[config.mk]
export PLATFORM = sky130hd
export DESIGN_NAME = reg_bits
export DESIGN_NICKNAME = d
export VERILOG_FILES = /design/src/hdl/reg_bits_pkg.sv /design/src/hdl/reg_bits.sv
export SDC_FILE = /design/constraint.sdc
export NUM_CORES = 1
export LEC_CHECK = 0
export BUFFER_PORTS_ARGS = -buffer_cell sky130_fd_sc_hd__buf_2
export CAP_MARGIN = 20
export CORE_ASPECT_RATIO = 1.1
export CORE_MARGIN = 4
export CORE_UTILIZATION = 35
export DETAILED_ROUTE_END_ITERATION = 10
export PLACE_DENSITY = 0.57
export SYNTH_ARGS = -nofsm -noshare
export SYNTH_HDL_FRONTEND = slang
export SYNTH_SLANG_ARGS = --single-unit
export TNS_END_PERCENT = 50
[constraint.sdc]
create_clock -name core_clk -period 4.5 [get_ports core_clk]
set_input_delay 0.9 -clock core_clk [delete_from_list [all_inputs] [get_ports core_clk]]
set_output_delay 0.9 -clock core_clk [all_outputs]
set_load 0.05 [all_outputs]
[src/hdl/reg_bits_pkg.sv]
package reg_bits_pkg;

    // ****************************************************
    // Widths
    // ****************************************************
    localparam int DATA_W = 16;
    localparam int ADDR_W = 3;
    localparam int FLAG_W = 4;

    // ****************************************************
    // Register indices
    // ****************************************************
    localparam logic [ADDR_W-1:0] OFS_CTRL = 3'h0;
    localparam logic [ADDR_W-1:0] OFS_HW_STATUS = 3'h1;
    localparam logic [ADDR_W-1:0] OFS_EVENT = 3'h2;
    localparam logic [ADDR_W-1:0] OFS_COMMAND = 3'h3;
    localparam logic [ADDR_W-1:0] OFS_ERR_COUNT = 3'h4;
    localparam logic [ADDR_W-1:0] OFS_HIT_COUNT = 3'h5;
    localparam logic [ADDR_W-1:0] OFS_LATCH = 3'h6;
    localparam logic [ADDR_W-1:0] OFS_KEY = 3'h7;

    // ****************************************************
    // Field positions
    // ****************************************************
    localparam int CTRL_RW_LSB = 0;
    localparam int CTRL_RW_W = 8;
    localparam int CTRL_IMMUNE_LSB = 8;
    localparam int CTRL_IMMUNE_W = 4;
    localparam int CTRL_SOFT_RST_BIT = 15;
    localparam int CMD_PULSE_LSB = 0;
    localparam int CMD_ENABLE_LSB = 4;
    localparam int LATCH_HIGH_LSB = 0;
    localparam int LATCH_LOW_LSB = 4;
    localparam int STICKY_LSB = 8;

    // ****************************************************
    // Values after reset
    // ****************************************************
    localparam logic [CTRL_RW_W-1:0] RST_CTRL_RW = 8'h00;
    localparam logic [CTRL_IMMUNE_W-1:0] RST_CTRL_IMMUNE = 4'h0;
    localparam logic [FLAG_W-1:0] RST_FLAGS = 4'h0;
    localparam logic [FLAG_W-1:0] RST_LATCH_LOW = 4'hF;

    // ****************************************************
    // Carriers
    // ****************************************************
    typedef struct packed {
        logic rd;
        logic wr;
        logic [ADDR_W-1:0] addr;
        logic [DATA_W-1:0] wdata;
    } access_req_t;

    typedef struct packed {
        logic valid;
        logic [DATA_W-1:0] data;
    } access_rsp_t;

    typedef struct packed {
        logic [DATA_W-1:0] status;
        logic [FLAG_W-1:0] event_pulse;
        logic [FLAG_W-1:0] enable_clear;
        logic err_pulse;
        logic hit_pulse;
        logic [FLAG_W-1:0] high_event;
        logic [FLAG_W-1:0] low_cond;
        logic [FLAG_W-1:0] sticky_cond;
    } hw_in_t;

endpackage

[src/hdl/reg_bits.sv]
`timescale 1ns/1ps

// Overview of operation
// - Read-only fields return live value; writes change nothing.
// - Write-only field takes writes; read value is meaningless.
// - Write-one-to-set bits: one sets, zero leaves alone.
// - Write-one-to-clear bits: one clears, zero leaves alone.
// - Any write to write-any-to-clear field clears it.
// - Read-to-clear field returns contents then clears; writes ignored.
// - Latch-low bit holds low indication until register read.
// - Latch-high bit holds high indication until register read.
// - Self-clearing bit returns to zero alone; zero writes ignored.
// - Sticky-high bit stays one after condition until read.
// - After read, sticky bit follows whether condition still holds.
// - Unread sticky bit ignores condition changes, keeps reading one.
// - Soft-reset-immune bits keep their value through soft reset.
module reg_bits #(
    parameter int CNT_W = 8
) (
    input wire logic core_clk,
    input wire logic rst_b,
    input wire reg_bits_pkg::access_req_t req,
    output reg_bits_pkg::access_rsp_t rsp,
    input wire reg_bits_pkg::hw_in_t hw,
    output logic [reg_bits_pkg::CTRL_RW_W-1:0] ctrl_rw,
    output logic [reg_bits_pkg::CTRL_IMMUNE_W-1:0] ctrl_immune,
    output logic soft_reset,
    output logic [reg_bits_pkg::FLAG_W-1:0] cmd_pulse,
    output logic [reg_bits_pkg::FLAG_W-1:0] cmd_enable,
    output logic key_stb,
    output logic [reg_bits_pkg::DATA_W-1:0] key_data
);

    // ****************************************************
    // Parameter check
    // ****************************************************
    if (CNT_W < 1 || CNT_W > reg_bits_pkg::DATA_W) begin : g_bad_cnt_w
        $error("CNT_W must lie between 1 and DATA_W");
    end

    // ****************************************************
    // State
    // ****************************************************
    logic [reg_bits_pkg::FLAG_W-1:0] event_flags;
    logic [CNT_W-1:0] err_count;
    logic [CNT_W-1:0] hit_count;
    logic [reg_bits_pkg::FLAG_W-1:0] latch_high_clear_on_read;
    logic [reg_bits_pkg::FLAG_W-1:0] latch_low_clear_on_read;
    logic [reg_bits_pkg::FLAG_W-1:0] read_only_sticky_high;

    logic [reg_bits_pkg::CTRL_RW_W-1:0] next_ctrl_rw;
    logic [reg_bits_pkg::CTRL_IMMUNE_W-1:0] next_ctrl_immune;
    logic next_soft_reset;
    logic [reg_bits_pkg::FLAG_W-1:0] next_cmd_pulse;
    logic [reg_bits_pkg::FLAG_W-1:0] next_cmd_enable;
    logic [reg_bits_pkg::FLAG_W-1:0] next_event_flags;
    logic [CNT_W-1:0] next_err_count;
    logic [CNT_W-1:0] next_hit_count;
    logic [reg_bits_pkg::FLAG_W-1:0] next_latch_high;
    logic [reg_bits_pkg::FLAG_W-1:0] next_latch_low;
    logic [reg_bits_pkg::FLAG_W-1:0] next_sticky;
    logic next_key_stb;
    logic [reg_bits_pkg::DATA_W-1:0] next_key_data;
    reg_bits_pkg::access_rsp_t next_rsp;

    logic [reg_bits_pkg::DATA_W-1:0] wd;
    logic [reg_bits_pkg::FLAG_W-1:0] wd_pulse;
    logic [reg_bits_pkg::FLAG_W-1:0] wd_enable;
    logic [reg_bits_pkg::FLAG_W-1:0] wd_event;

    assign wd = req.wdata;
    assign wd_pulse = wd[reg_bits_pkg::CMD_PULSE_LSB +:
                         reg_bits_pkg::FLAG_W];
    assign wd_enable = wd[reg_bits_pkg::CMD_ENABLE_LSB +:
                          reg_bits_pkg::FLAG_W];
    assign wd_event = wd[reg_bits_pkg::FLAG_W-1:0];

    // ****************************************************
    // Next-state logic
    // ****************************************************
    // Hardware set wins over a clear in the same cycle, except a soft reset, which clears it.
    always_comb begin
        next_ctrl_rw = ctrl_rw;
        next_ctrl_immune = ctrl_immune;
        next_soft_reset = 1'b0;
        next_cmd_pulse = '0;
        next_cmd_enable = cmd_enable & ~hw.enable_clear;
        next_event_flags = event_flags;
        next_err_count = err_count;
        next_hit_count = hit_count;
        next_latch_high = latch_high_clear_on_read;
        next_latch_low = latch_low_clear_on_read;
        next_sticky = read_only_sticky_high;
        next_key_stb = 1'b0;
        next_key_data = key_data;
        next_rsp.valid = req.rd;
        next_rsp.data = '0;

        // Read data; reserved and write-only bits read as zero
        if (req.rd) begin
            if (req.addr == reg_bits_pkg::OFS_CTRL) begin
                next_rsp.data[reg_bits_pkg::CTRL_RW_LSB +:
                              reg_bits_pkg::CTRL_RW_W] = ctrl_rw;
                next_rsp.data[reg_bits_pkg::CTRL_IMMUNE_LSB +:
                              reg_bits_pkg::CTRL_IMMUNE_W] = ctrl_immune;
            end else if (req.addr == reg_bits_pkg::OFS_HW_STATUS) begin
                next_rsp.data = hw.status;
            end else if (req.addr == reg_bits_pkg::OFS_EVENT) begin
                next_rsp.data[reg_bits_pkg::FLAG_W-1:0] = event_flags;
            end else if (req.addr == reg_bits_pkg::OFS_COMMAND) begin
                next_rsp.data[reg_bits_pkg::CMD_PULSE_LSB +:
                              reg_bits_pkg::FLAG_W] = cmd_pulse;
                next_rsp.data[reg_bits_pkg::CMD_ENABLE_LSB +:
                              reg_bits_pkg::FLAG_W] = cmd_enable;
            end else if (req.addr == reg_bits_pkg::OFS_ERR_COUNT) begin
                next_rsp.data[CNT_W-1:0] = err_count;
            end else if (req.addr == reg_bits_pkg::OFS_HIT_COUNT) begin
                next_rsp.data[CNT_W-1:0] = hit_count;
            end else if (req.addr == reg_bits_pkg::OFS_LATCH) begin
                next_rsp.data[reg_bits_pkg::LATCH_HIGH_LSB +:
                              reg_bits_pkg::FLAG_W] = latch_high_clear_on_read;
                next_rsp.data[reg_bits_pkg::LATCH_LOW_LSB +:
                              reg_bits_pkg::FLAG_W] = latch_low_clear_on_read;
                next_rsp.data[reg_bits_pkg::STICKY_LSB +:
                              reg_bits_pkg::FLAG_W] = read_only_sticky_high;
            end else begin
                next_rsp.data = '0;
            end
        end

        // Writes; read-only and read-to-clear registers take none
        if (req.wr) begin
            if (req.addr == reg_bits_pkg::OFS_CTRL) begin
                next_ctrl_rw = wd[reg_bits_pkg::CTRL_RW_LSB +:
                                  reg_bits_pkg::CTRL_RW_W];
                next_ctrl_immune = wd[reg_bits_pkg::CTRL_IMMUNE_LSB +:
                                      reg_bits_pkg::CTRL_IMMUNE_W];
                next_soft_reset = wd[reg_bits_pkg::CTRL_SOFT_RST_BIT];
            end else if (req.addr == reg_bits_pkg::OFS_EVENT) begin
                next_event_flags = event_flags & ~wd_event;
            end else if (req.addr == reg_bits_pkg::OFS_COMMAND) begin
                next_cmd_pulse = wd_pulse;
                next_cmd_enable = next_cmd_enable | wd_enable;
            end else if (req.addr == reg_bits_pkg::OFS_ERR_COUNT) begin
                next_err_count = '0;
            end else if (req.addr == reg_bits_pkg::OFS_KEY) begin
                next_key_stb = 1'b1;
                next_key_data = wd;
            end
        end

        // Read side effects
        if (req.rd && req.addr == reg_bits_pkg::OFS_HIT_COUNT) begin
            next_hit_count = '0;
        end
        if (req.rd && req.addr == reg_bits_pkg::OFS_LATCH) begin
            next_latch_high = '0;
            next_latch_low = hw.low_cond;
            next_sticky = hw.sticky_cond;
        end else begin
            next_latch_low = latch_low_clear_on_read & hw.low_cond;
            next_sticky = read_only_sticky_high | hw.sticky_cond;
        end

        // Hardware sets, applied after the accesses so they win over them
        next_event_flags = next_event_flags | hw.event_pulse;
        next_latch_high = next_latch_high | hw.high_event;
        next_sticky = next_sticky | hw.sticky_cond;
        if (hw.err_pulse && next_err_count != {CNT_W{1'b1}}) begin
            next_err_count = next_err_count + 1'b1;
        end
        // Counters saturate rather than wrap, so a full count stays true
        if (hw.hit_pulse && next_hit_count != {CNT_W{1'b1}}) begin
            next_hit_count = next_hit_count + 1'b1;
        end

        // Soft reset spares only the immune field; events then are lost
        if (soft_reset) begin
            next_ctrl_rw = reg_bits_pkg::RST_CTRL_RW;
            next_ctrl_immune = ctrl_immune;
            next_soft_reset = 1'b0;
            next_cmd_pulse = reg_bits_pkg::RST_FLAGS;
            next_cmd_enable = reg_bits_pkg::RST_FLAGS;
            next_event_flags = reg_bits_pkg::RST_FLAGS;
            next_err_count = '0;
            next_hit_count = '0;
            next_latch_high = reg_bits_pkg::RST_FLAGS;
            next_latch_low = reg_bits_pkg::RST_LATCH_LOW;
            next_sticky = reg_bits_pkg::RST_FLAGS;
            next_key_stb = 1'b0;
            next_key_data = '0;
            next_rsp = '0;
        end
    end

    // ****************************************************
    // Registers
    // ****************************************************
    always_ff @(posedge core_clk or negedge rst_b) begin
        if (!rst_b) begin
            ctrl_rw <= reg_bits_pkg::RST_CTRL_RW;
            ctrl_immune <= reg_bits_pkg::RST_CTRL_IMMUNE;
            soft_reset <= 1'b0;
            cmd_pulse <= reg_bits_pkg::RST_FLAGS;
            cmd_enable <= reg_bits_pkg::RST_FLAGS;
            event_flags <= reg_bits_pkg::RST_FLAGS;
            err_count <= '0;
            hit_count <= '0;
            latch_high_clear_on_read <= reg_bits_pkg::RST_FLAGS;
            latch_low_clear_on_read <= reg_bits_pkg::RST_LATCH_LOW;
            read_only_sticky_high <= reg_bits_pkg::RST_FLAGS;
            key_stb <= 1'b0;
            key_data <= '0;
            rsp <= '0;
        end else begin
            ctrl_rw <= next_ctrl_rw;
            ctrl_immune <= next_ctrl_immune;
            soft_reset <= next_soft_reset;
            cmd_pulse <= next_cmd_pulse;
            cmd_enable <= next_cmd_enable;
            event_flags <= next_event_flags;
            err_count <= next_err_count;
            hit_count <= next_hit_count;
            latch_high_clear_on_read <= next_latch_high;
            latch_low_clear_on_read <= next_latch_low;
            read_only_sticky_high <= next_sticky;
            key_stb <= next_key_stb;
            key_data <= next_key_data;
            rsp <= next_rsp;
        end
    end

endmodule

Yosys cells after proc, flatten, opt, wreduce, memory -nomap -nowiden

Cells that the tools add are included.

Register bits after elaboration: 87
Bits of input ports: 61
Output and inout bits: 55
Logic and storage cells: 116

Add/subtract/negate cells: 2
Equality and inequality tests: 13
Muxes and demuxes: 64
Bitwise logic cells: 11
Reduce and logical (&&, ||, !) cells: 11

Operators with widths:

| cell                                          | number |
|---|---|
| 2-to-1 mux 16 bit                             | 9 |
| 2-to-1 mux 8 bit                              | 17 |
| 2-to-1 mux 4 bit                              | 25 |
| 2-to-1 mux 12 bit                             | 2 |
| bitwise OR 4 bit                              | 5 |
| 2-to-1 mux 17 bit                             | 1 |
| adder 8 x 1 -> 8 bit, second input constant   | 2 |
| != test 8 bit, second input constant          | 2 |
| AND 4 bit                                     | 3 |
| == test 3 bit, second input constant          | 4 |
| 2-to-1 mux 1 bit                              | 10 |
| != test 2 bit, second input constant          | 4 |
| inverter 4 bit                                | 2 |
| == test 3 x 2 -> 1 bit, second input constant | 2 |
| AND reduction 6 bit                           | 1 |
| nonzero test 2 bit                            | 3 |
| logical AND 1 bit                             | 4 |
| == test 3 x 1 -> 1 bit, second input constant | 1 |
| zero test 3 bit                               | 1 |
| AND reduction 3 bit                           | 1 |
| AND reduction 2 bit                           | 1 |
| inverter 1 bit                                | 1 |

Longest topological paths before layout

Depth after elaboration: 10
Depth in mapped cells: 10

Worst setup path after synthesis

OpenSTA, ideal clock, no wires.

Kind: in2reg
From: input req[16] (netlist name)
To: register err_count[0]
Library setup time: 78 ps
Arrival: 2,460 ps
Data required time: 4,422 ps
Path slack: 1,962 ps
Stages on the path: 10
Cells stage by stage: buf_4 -> buf_4 -> buf_6 -> nor3_1 -> nor2_1 -> ha_1 -> nand4_1 -> o31ai_1 -> a21bo_2 -> a21oi_1

Longest elaborated chain between the ends: 10
Elaborated cells on any way between the ends: 14

RTL lines:

| item                                                         | RTL line        | text |
|---|---|---|
| start: declaration                                           | reg_bits.sv:22  | `input wire reg_bits_pkg::access_req_t req,` |
| == test 3 bit                                                | reg_bits.sv:144 | `end else if (req.addr == reg_bits_pkg::OFS_ERR_COUNT) begin` |
| 2-to-1 mux 8 bit                                             | reg_bits.sv:144 |  |
| 2-to-1 mux 8 bit                                             | reg_bits.sv:141 | `end else if (req.addr == reg_bits_pkg::OFS_COMMAND) begin` |
| 2-to-1 mux 8 bit                                             | reg_bits.sv:139 | `end else if (req.addr == reg_bits_pkg::OFS_EVENT) begin` |
| 2-to-1 mux 8 bit (*)                                         | reg_bits.sv:133 | `if (req.addr == reg_bits_pkg::OFS_CTRL) begin` |
| 2-to-1 mux 8 bit (*)                                         | reg_bits.sv:132 | `if (req.wr) begin` |
| branches (longest 2 deep; another with adder 8 x 1 -> 8 bit) | -               |  |
| 2-to-1 mux 8 bit (*)                                         | reg_bits.sv:169 | `if (hw.err_pulse && next_err_count != {CNT_W{1'b1}}) begin` |
| 2-to-1 mux 8 bit (*)                                         | reg_bits.sv:178 | `if (soft_reset) begin` |
| via next_err_count[0]                                        | reg_bits.sv:57  | `logic [CNT_W-1:0] next_err_count;` |
| end signal: assignment                                       | reg_bits.sv:222 | `err_count <= next_err_count;` |
| end: declaration                                             | reg_bits.sv:45  | `logic [CNT_W-1:0] err_count;` |

Mark *: on every way through the listed nets, which the timed path passes.
A chain may end at the register's enable or synchronous reset.

Worst setup path in the final report

Ends and elaborated chain as after synthesis.

==> results.sh <==
export IMPL_worst_ir_drop_vdd_uv=194
export IMPL_yosys_area_share_adder=0.00614
export IMPL_ys_flop_type="dfrtp_1"
export IMPL_firstDrtPassIters=5
export IMPL_fin_crit_sh=0.639
export IMPL_first_iter_violations=133
export IMPL_cts_max_path_buffers=2
export IMPL_p_sw_w=0.000805
export IMPL_antenna_found_initial=0
export IMPL_cts_resized_gates=0
export IMPL_holdBufCountCts=0
export IMPL_port_buffers=115
export IMPL_route_detailed_drc=0
export IMPL_die_w_um=111
export IMPL_synth_compound_area_frac=0.178
export IMPL_rows=41
export IMPL_post_cts_setup_buffers=0
export IMPL_critPathLaunchType="input port"
export IMPL_rsz0062_at_grt="false"
export IMPL_totalWireLength_um=11000
export IMPL_ioPinCount=116
export IMPL_syn_area_per_cell_um2=10.4
export IMPL_wire_per_inst_um=16.7
export IMPL_fillers=1143
export IMPL_pre_cts_slack_ns=1.27
export IMPL_slew_viol_final=0
export IMPL_tightestPinTransition_ns=0.683
export IMPL_die_h_um=121
export IMPL_crit_type="in -> reg"
export IMPL_grt_pass1_wl_um=17600
export IMPL_syn_area_mm2=0.00407
export IMPL_synth_edff_count=0
export IMPL_nets=565
export IMPL_place_congestion=0.823
export IMPL_power_leakage_nw=2.42
export IMPL_fin_crit_ns=2.88
export IMPL_crit_path_end_kind="register"
export IMPL_diodes=0
export IMPL_final_layout_size_suffix_gt1_frac=0.300
export IMPL_cts_tree="yes"
export IMPL_ys_seq_elements=87
export IMPL_synth_top_family_by_area="simple AND/OR/NAND/NOR gates"
export IMPL_start_util=0.356
export IMPL_maxCapViolCount=0
export IMPL_clkSinkCount=87
export IMPL_grt_max_degree=88
export IMPL_first_global_vias=3372
export IMPL_synthMuxAreaShare=0.0467
export IMPL_synth_fp_nets=456
export IMPL_pwr_share_seq=0.427
export IMPL_yosysUniqueCellTypes=55
export IMPL_status="finished, final reports clean"
export IMPL_grt_use_total=0.166
export IMPL_synthCells=393
export IMPL_die_area_mm2=0.0134
export IMPL_ys_warnings_count=0
export IMPL_p_per_area_mw_per_mm2=456
export IMPL_setup_viol=0
export IMPL_power_total_w=0.00231
export IMPL_cp_max_fo=31
export IMPL_cts_root_buf="clkbuf_16"
export IMPL_cp_required_ns=4.77
export IMPL_dp_hpwl_um=8030
export IMPL_pwr_share_comb=0.245
export IMPL_clk_pin_slew_ns=0.07
export IMPL_switching_share=0.349
export IMPL_async_flop_share=1.00
export IMPL_skew_ns=0.00972
export IMPL_seq_area_frac_synth=0.536
export IMPL_synth_simple_area_share=0.188
export IMPL_overflow=0
export IMPL_p_int_w=0.00150
export IMPL_viasPerCell=5.08
export IMPL_hold_viol=0
export IMPL_clockPowerShare=0.328
export IMPL_fmax_ghz=0.348
export IMPL_relSlewSlack=0.543
export IMPL_synth_xor_area_frac=0.0151
export IMPL_setup_tns_ns=0
export IMPL_hold_class="reg -> reg"
export IMPL_cts_max_level=3
export IMPL_syn2layout_area_growth_pct=24.4
export IMPL_timing_hold_ws_ns=0.497
export IMPL_num_vias=3338
export IMPL_cp_data_arrival_time_ns=3.15
export IMPL_coreArea_mm2=0.0114
export IMPL_layout_setup_ws_ns=1.62
export IMPL_clock_latency_ns=0.34
export IMPL_cts_buffers=9
export IMPL_final_antenna_net_count=0
worst max-delay path: stages:
cell and delay [ns]:
buf_2 0.51, nand4bb_1 0.37, and2_1 0.18, ha_1 0.27, nand4_1 0.26, o31ai_1 0.39, nand3_1 0.13, a21oi_1 0.13
per-stage QoR:
step / utilization / cell area [µm²] / std cells
after floorplan: - / 4070 / 393
after global placement: 0.415 / 4740 / 640
after detailed placement: 0.415 / 4740 / 640
after CTS: 0.441 / 5050 / 656
after global routing: 0.443 / 5070 / 657
final: 0.443 / 5070 / 657
path summary, 6_finish.rpt:
check	start	to	slack, ns	cells after the start
min in group asynchronous	rst_b	rsp[15]	0.58	1
setup reg to reg	soft_reset	rsp[4]	2.31	5
hold reg to reg	key_data[6]	key_data[6]	0.50	1
max in group asynchronous	rst_b	rsp[16]	3.28	2
hold / removal	key_data[6]	key_data[6]	0.50	1
setup / recovery	req[16]	err_count[0]	1.62	8
metal layers:
metal / track usage / part of all wire / vias up / wire length (µm)
met5: 0 / 0 / - / 0
li1: - / - / 1632 / -
met2: 0.263 / 0.48 / 83 / 5260
met1: 0.219 / 0.45 / 1608 / 4950
met4: 0.0631 / 0.022 / 0 / 244
met3: 0.0424 / 0.049 / 15 / 533
power by group through the flow:
stage / registers, W / logic [W] / clock network, W
detailed placement: 0.000999 / 0.000567 / 0
global placement: 0.000999 / 0.000560 / 0
CTS: 0.000986 / 0.000569 / 0.000773
floorplan: 0.00117 / 0.000221 / 0
finish: 0.000986 / 0.000565 / 0.000757
global route: 0.00100 / 0.000608 / 0.000809
cell families (layout without fill, tap and decap cells):
kind of cell               after synthesis  in the layout
muxes                                   18             18
and+or+nand+nor                        145            145
xor gates and xnor gates                 7              7
buffers and inverters                   24            138
DFF                                     87             87
AOI/OAI and AO/OA                      110            110
adders and majority gates                2              2
layout make-up:
type	instances	area [µm²]	area share
Clock buffer	9	225	0.0444
Multi-Input combinational cell	282	1770	0.348
Sequential cell	87	2180	0.431
Timing Repair Buffer	118	613	0.121
Clock inverter	7	78.8	0.0156
Inverter	4	15.0	0.00296
Tap cell	150	188	0.0370
synth_stat cells (2+ instances only):
library cell,number,area (µm²)
dfrtp_1,83,2080
a21oi_1,44,220
nand2_1,44,165
nor2_1,38,143
o21ai_0,17,85.1
a22o_1,16,140
and2_1,13,81.3
mux2i_1,10,100
nand2b_1,10,62.6
nor2b_1,8,50.1
a2bb2oi_1,7,61.3
buf_2,7,35.0
clkbuf_1,7,26.3
nand4_1,7,43.8
nor3_1,5,25.0
xor2_1,5,43.8
dfstp_2,4,105
mux2_1,4,45.0
mux2_2,4,45.0
o221ai_1,4,35.0
a21o_1,3,22.5
a221oi_1,3,26.3
buf_4,3,22.5
inv_1,3,11.3
nand3_1,3,15.0
o2111ai_1,3,26.3
a22oi_1,2,15.0
a31oi_1,2,12.5
and3_1,2,12.5
and4_1,2,17.5
buf_6,2,22.5
ha_1,2,25.0
o31ai_1,2,15.0
or3_1,2,12.5
xnor2_1,2,17.5
state kept, by name, indices dropped and copies added (netlist names), 8 cells and up:
register   flops
rsp           17
key_data      16
ctrl_rw        8
err_count      8
hit_count      8
cell usage in the layout, fill, tap and decap left out, types with 7 or more instances in the layout:
cell	count
buf_2	114
dfrtp_1	83
nand2_1	44
a21oi_1	44
nor2_1	38
o21ai_0	17
a22o_1	16
and2_1	13
nand2b_1	10
mux2i_1	10
clkbuf_16	9
nor2b_1	8
nand4_1	7
a2bb2oi_1	7
(Power assumes the default switching activity.)
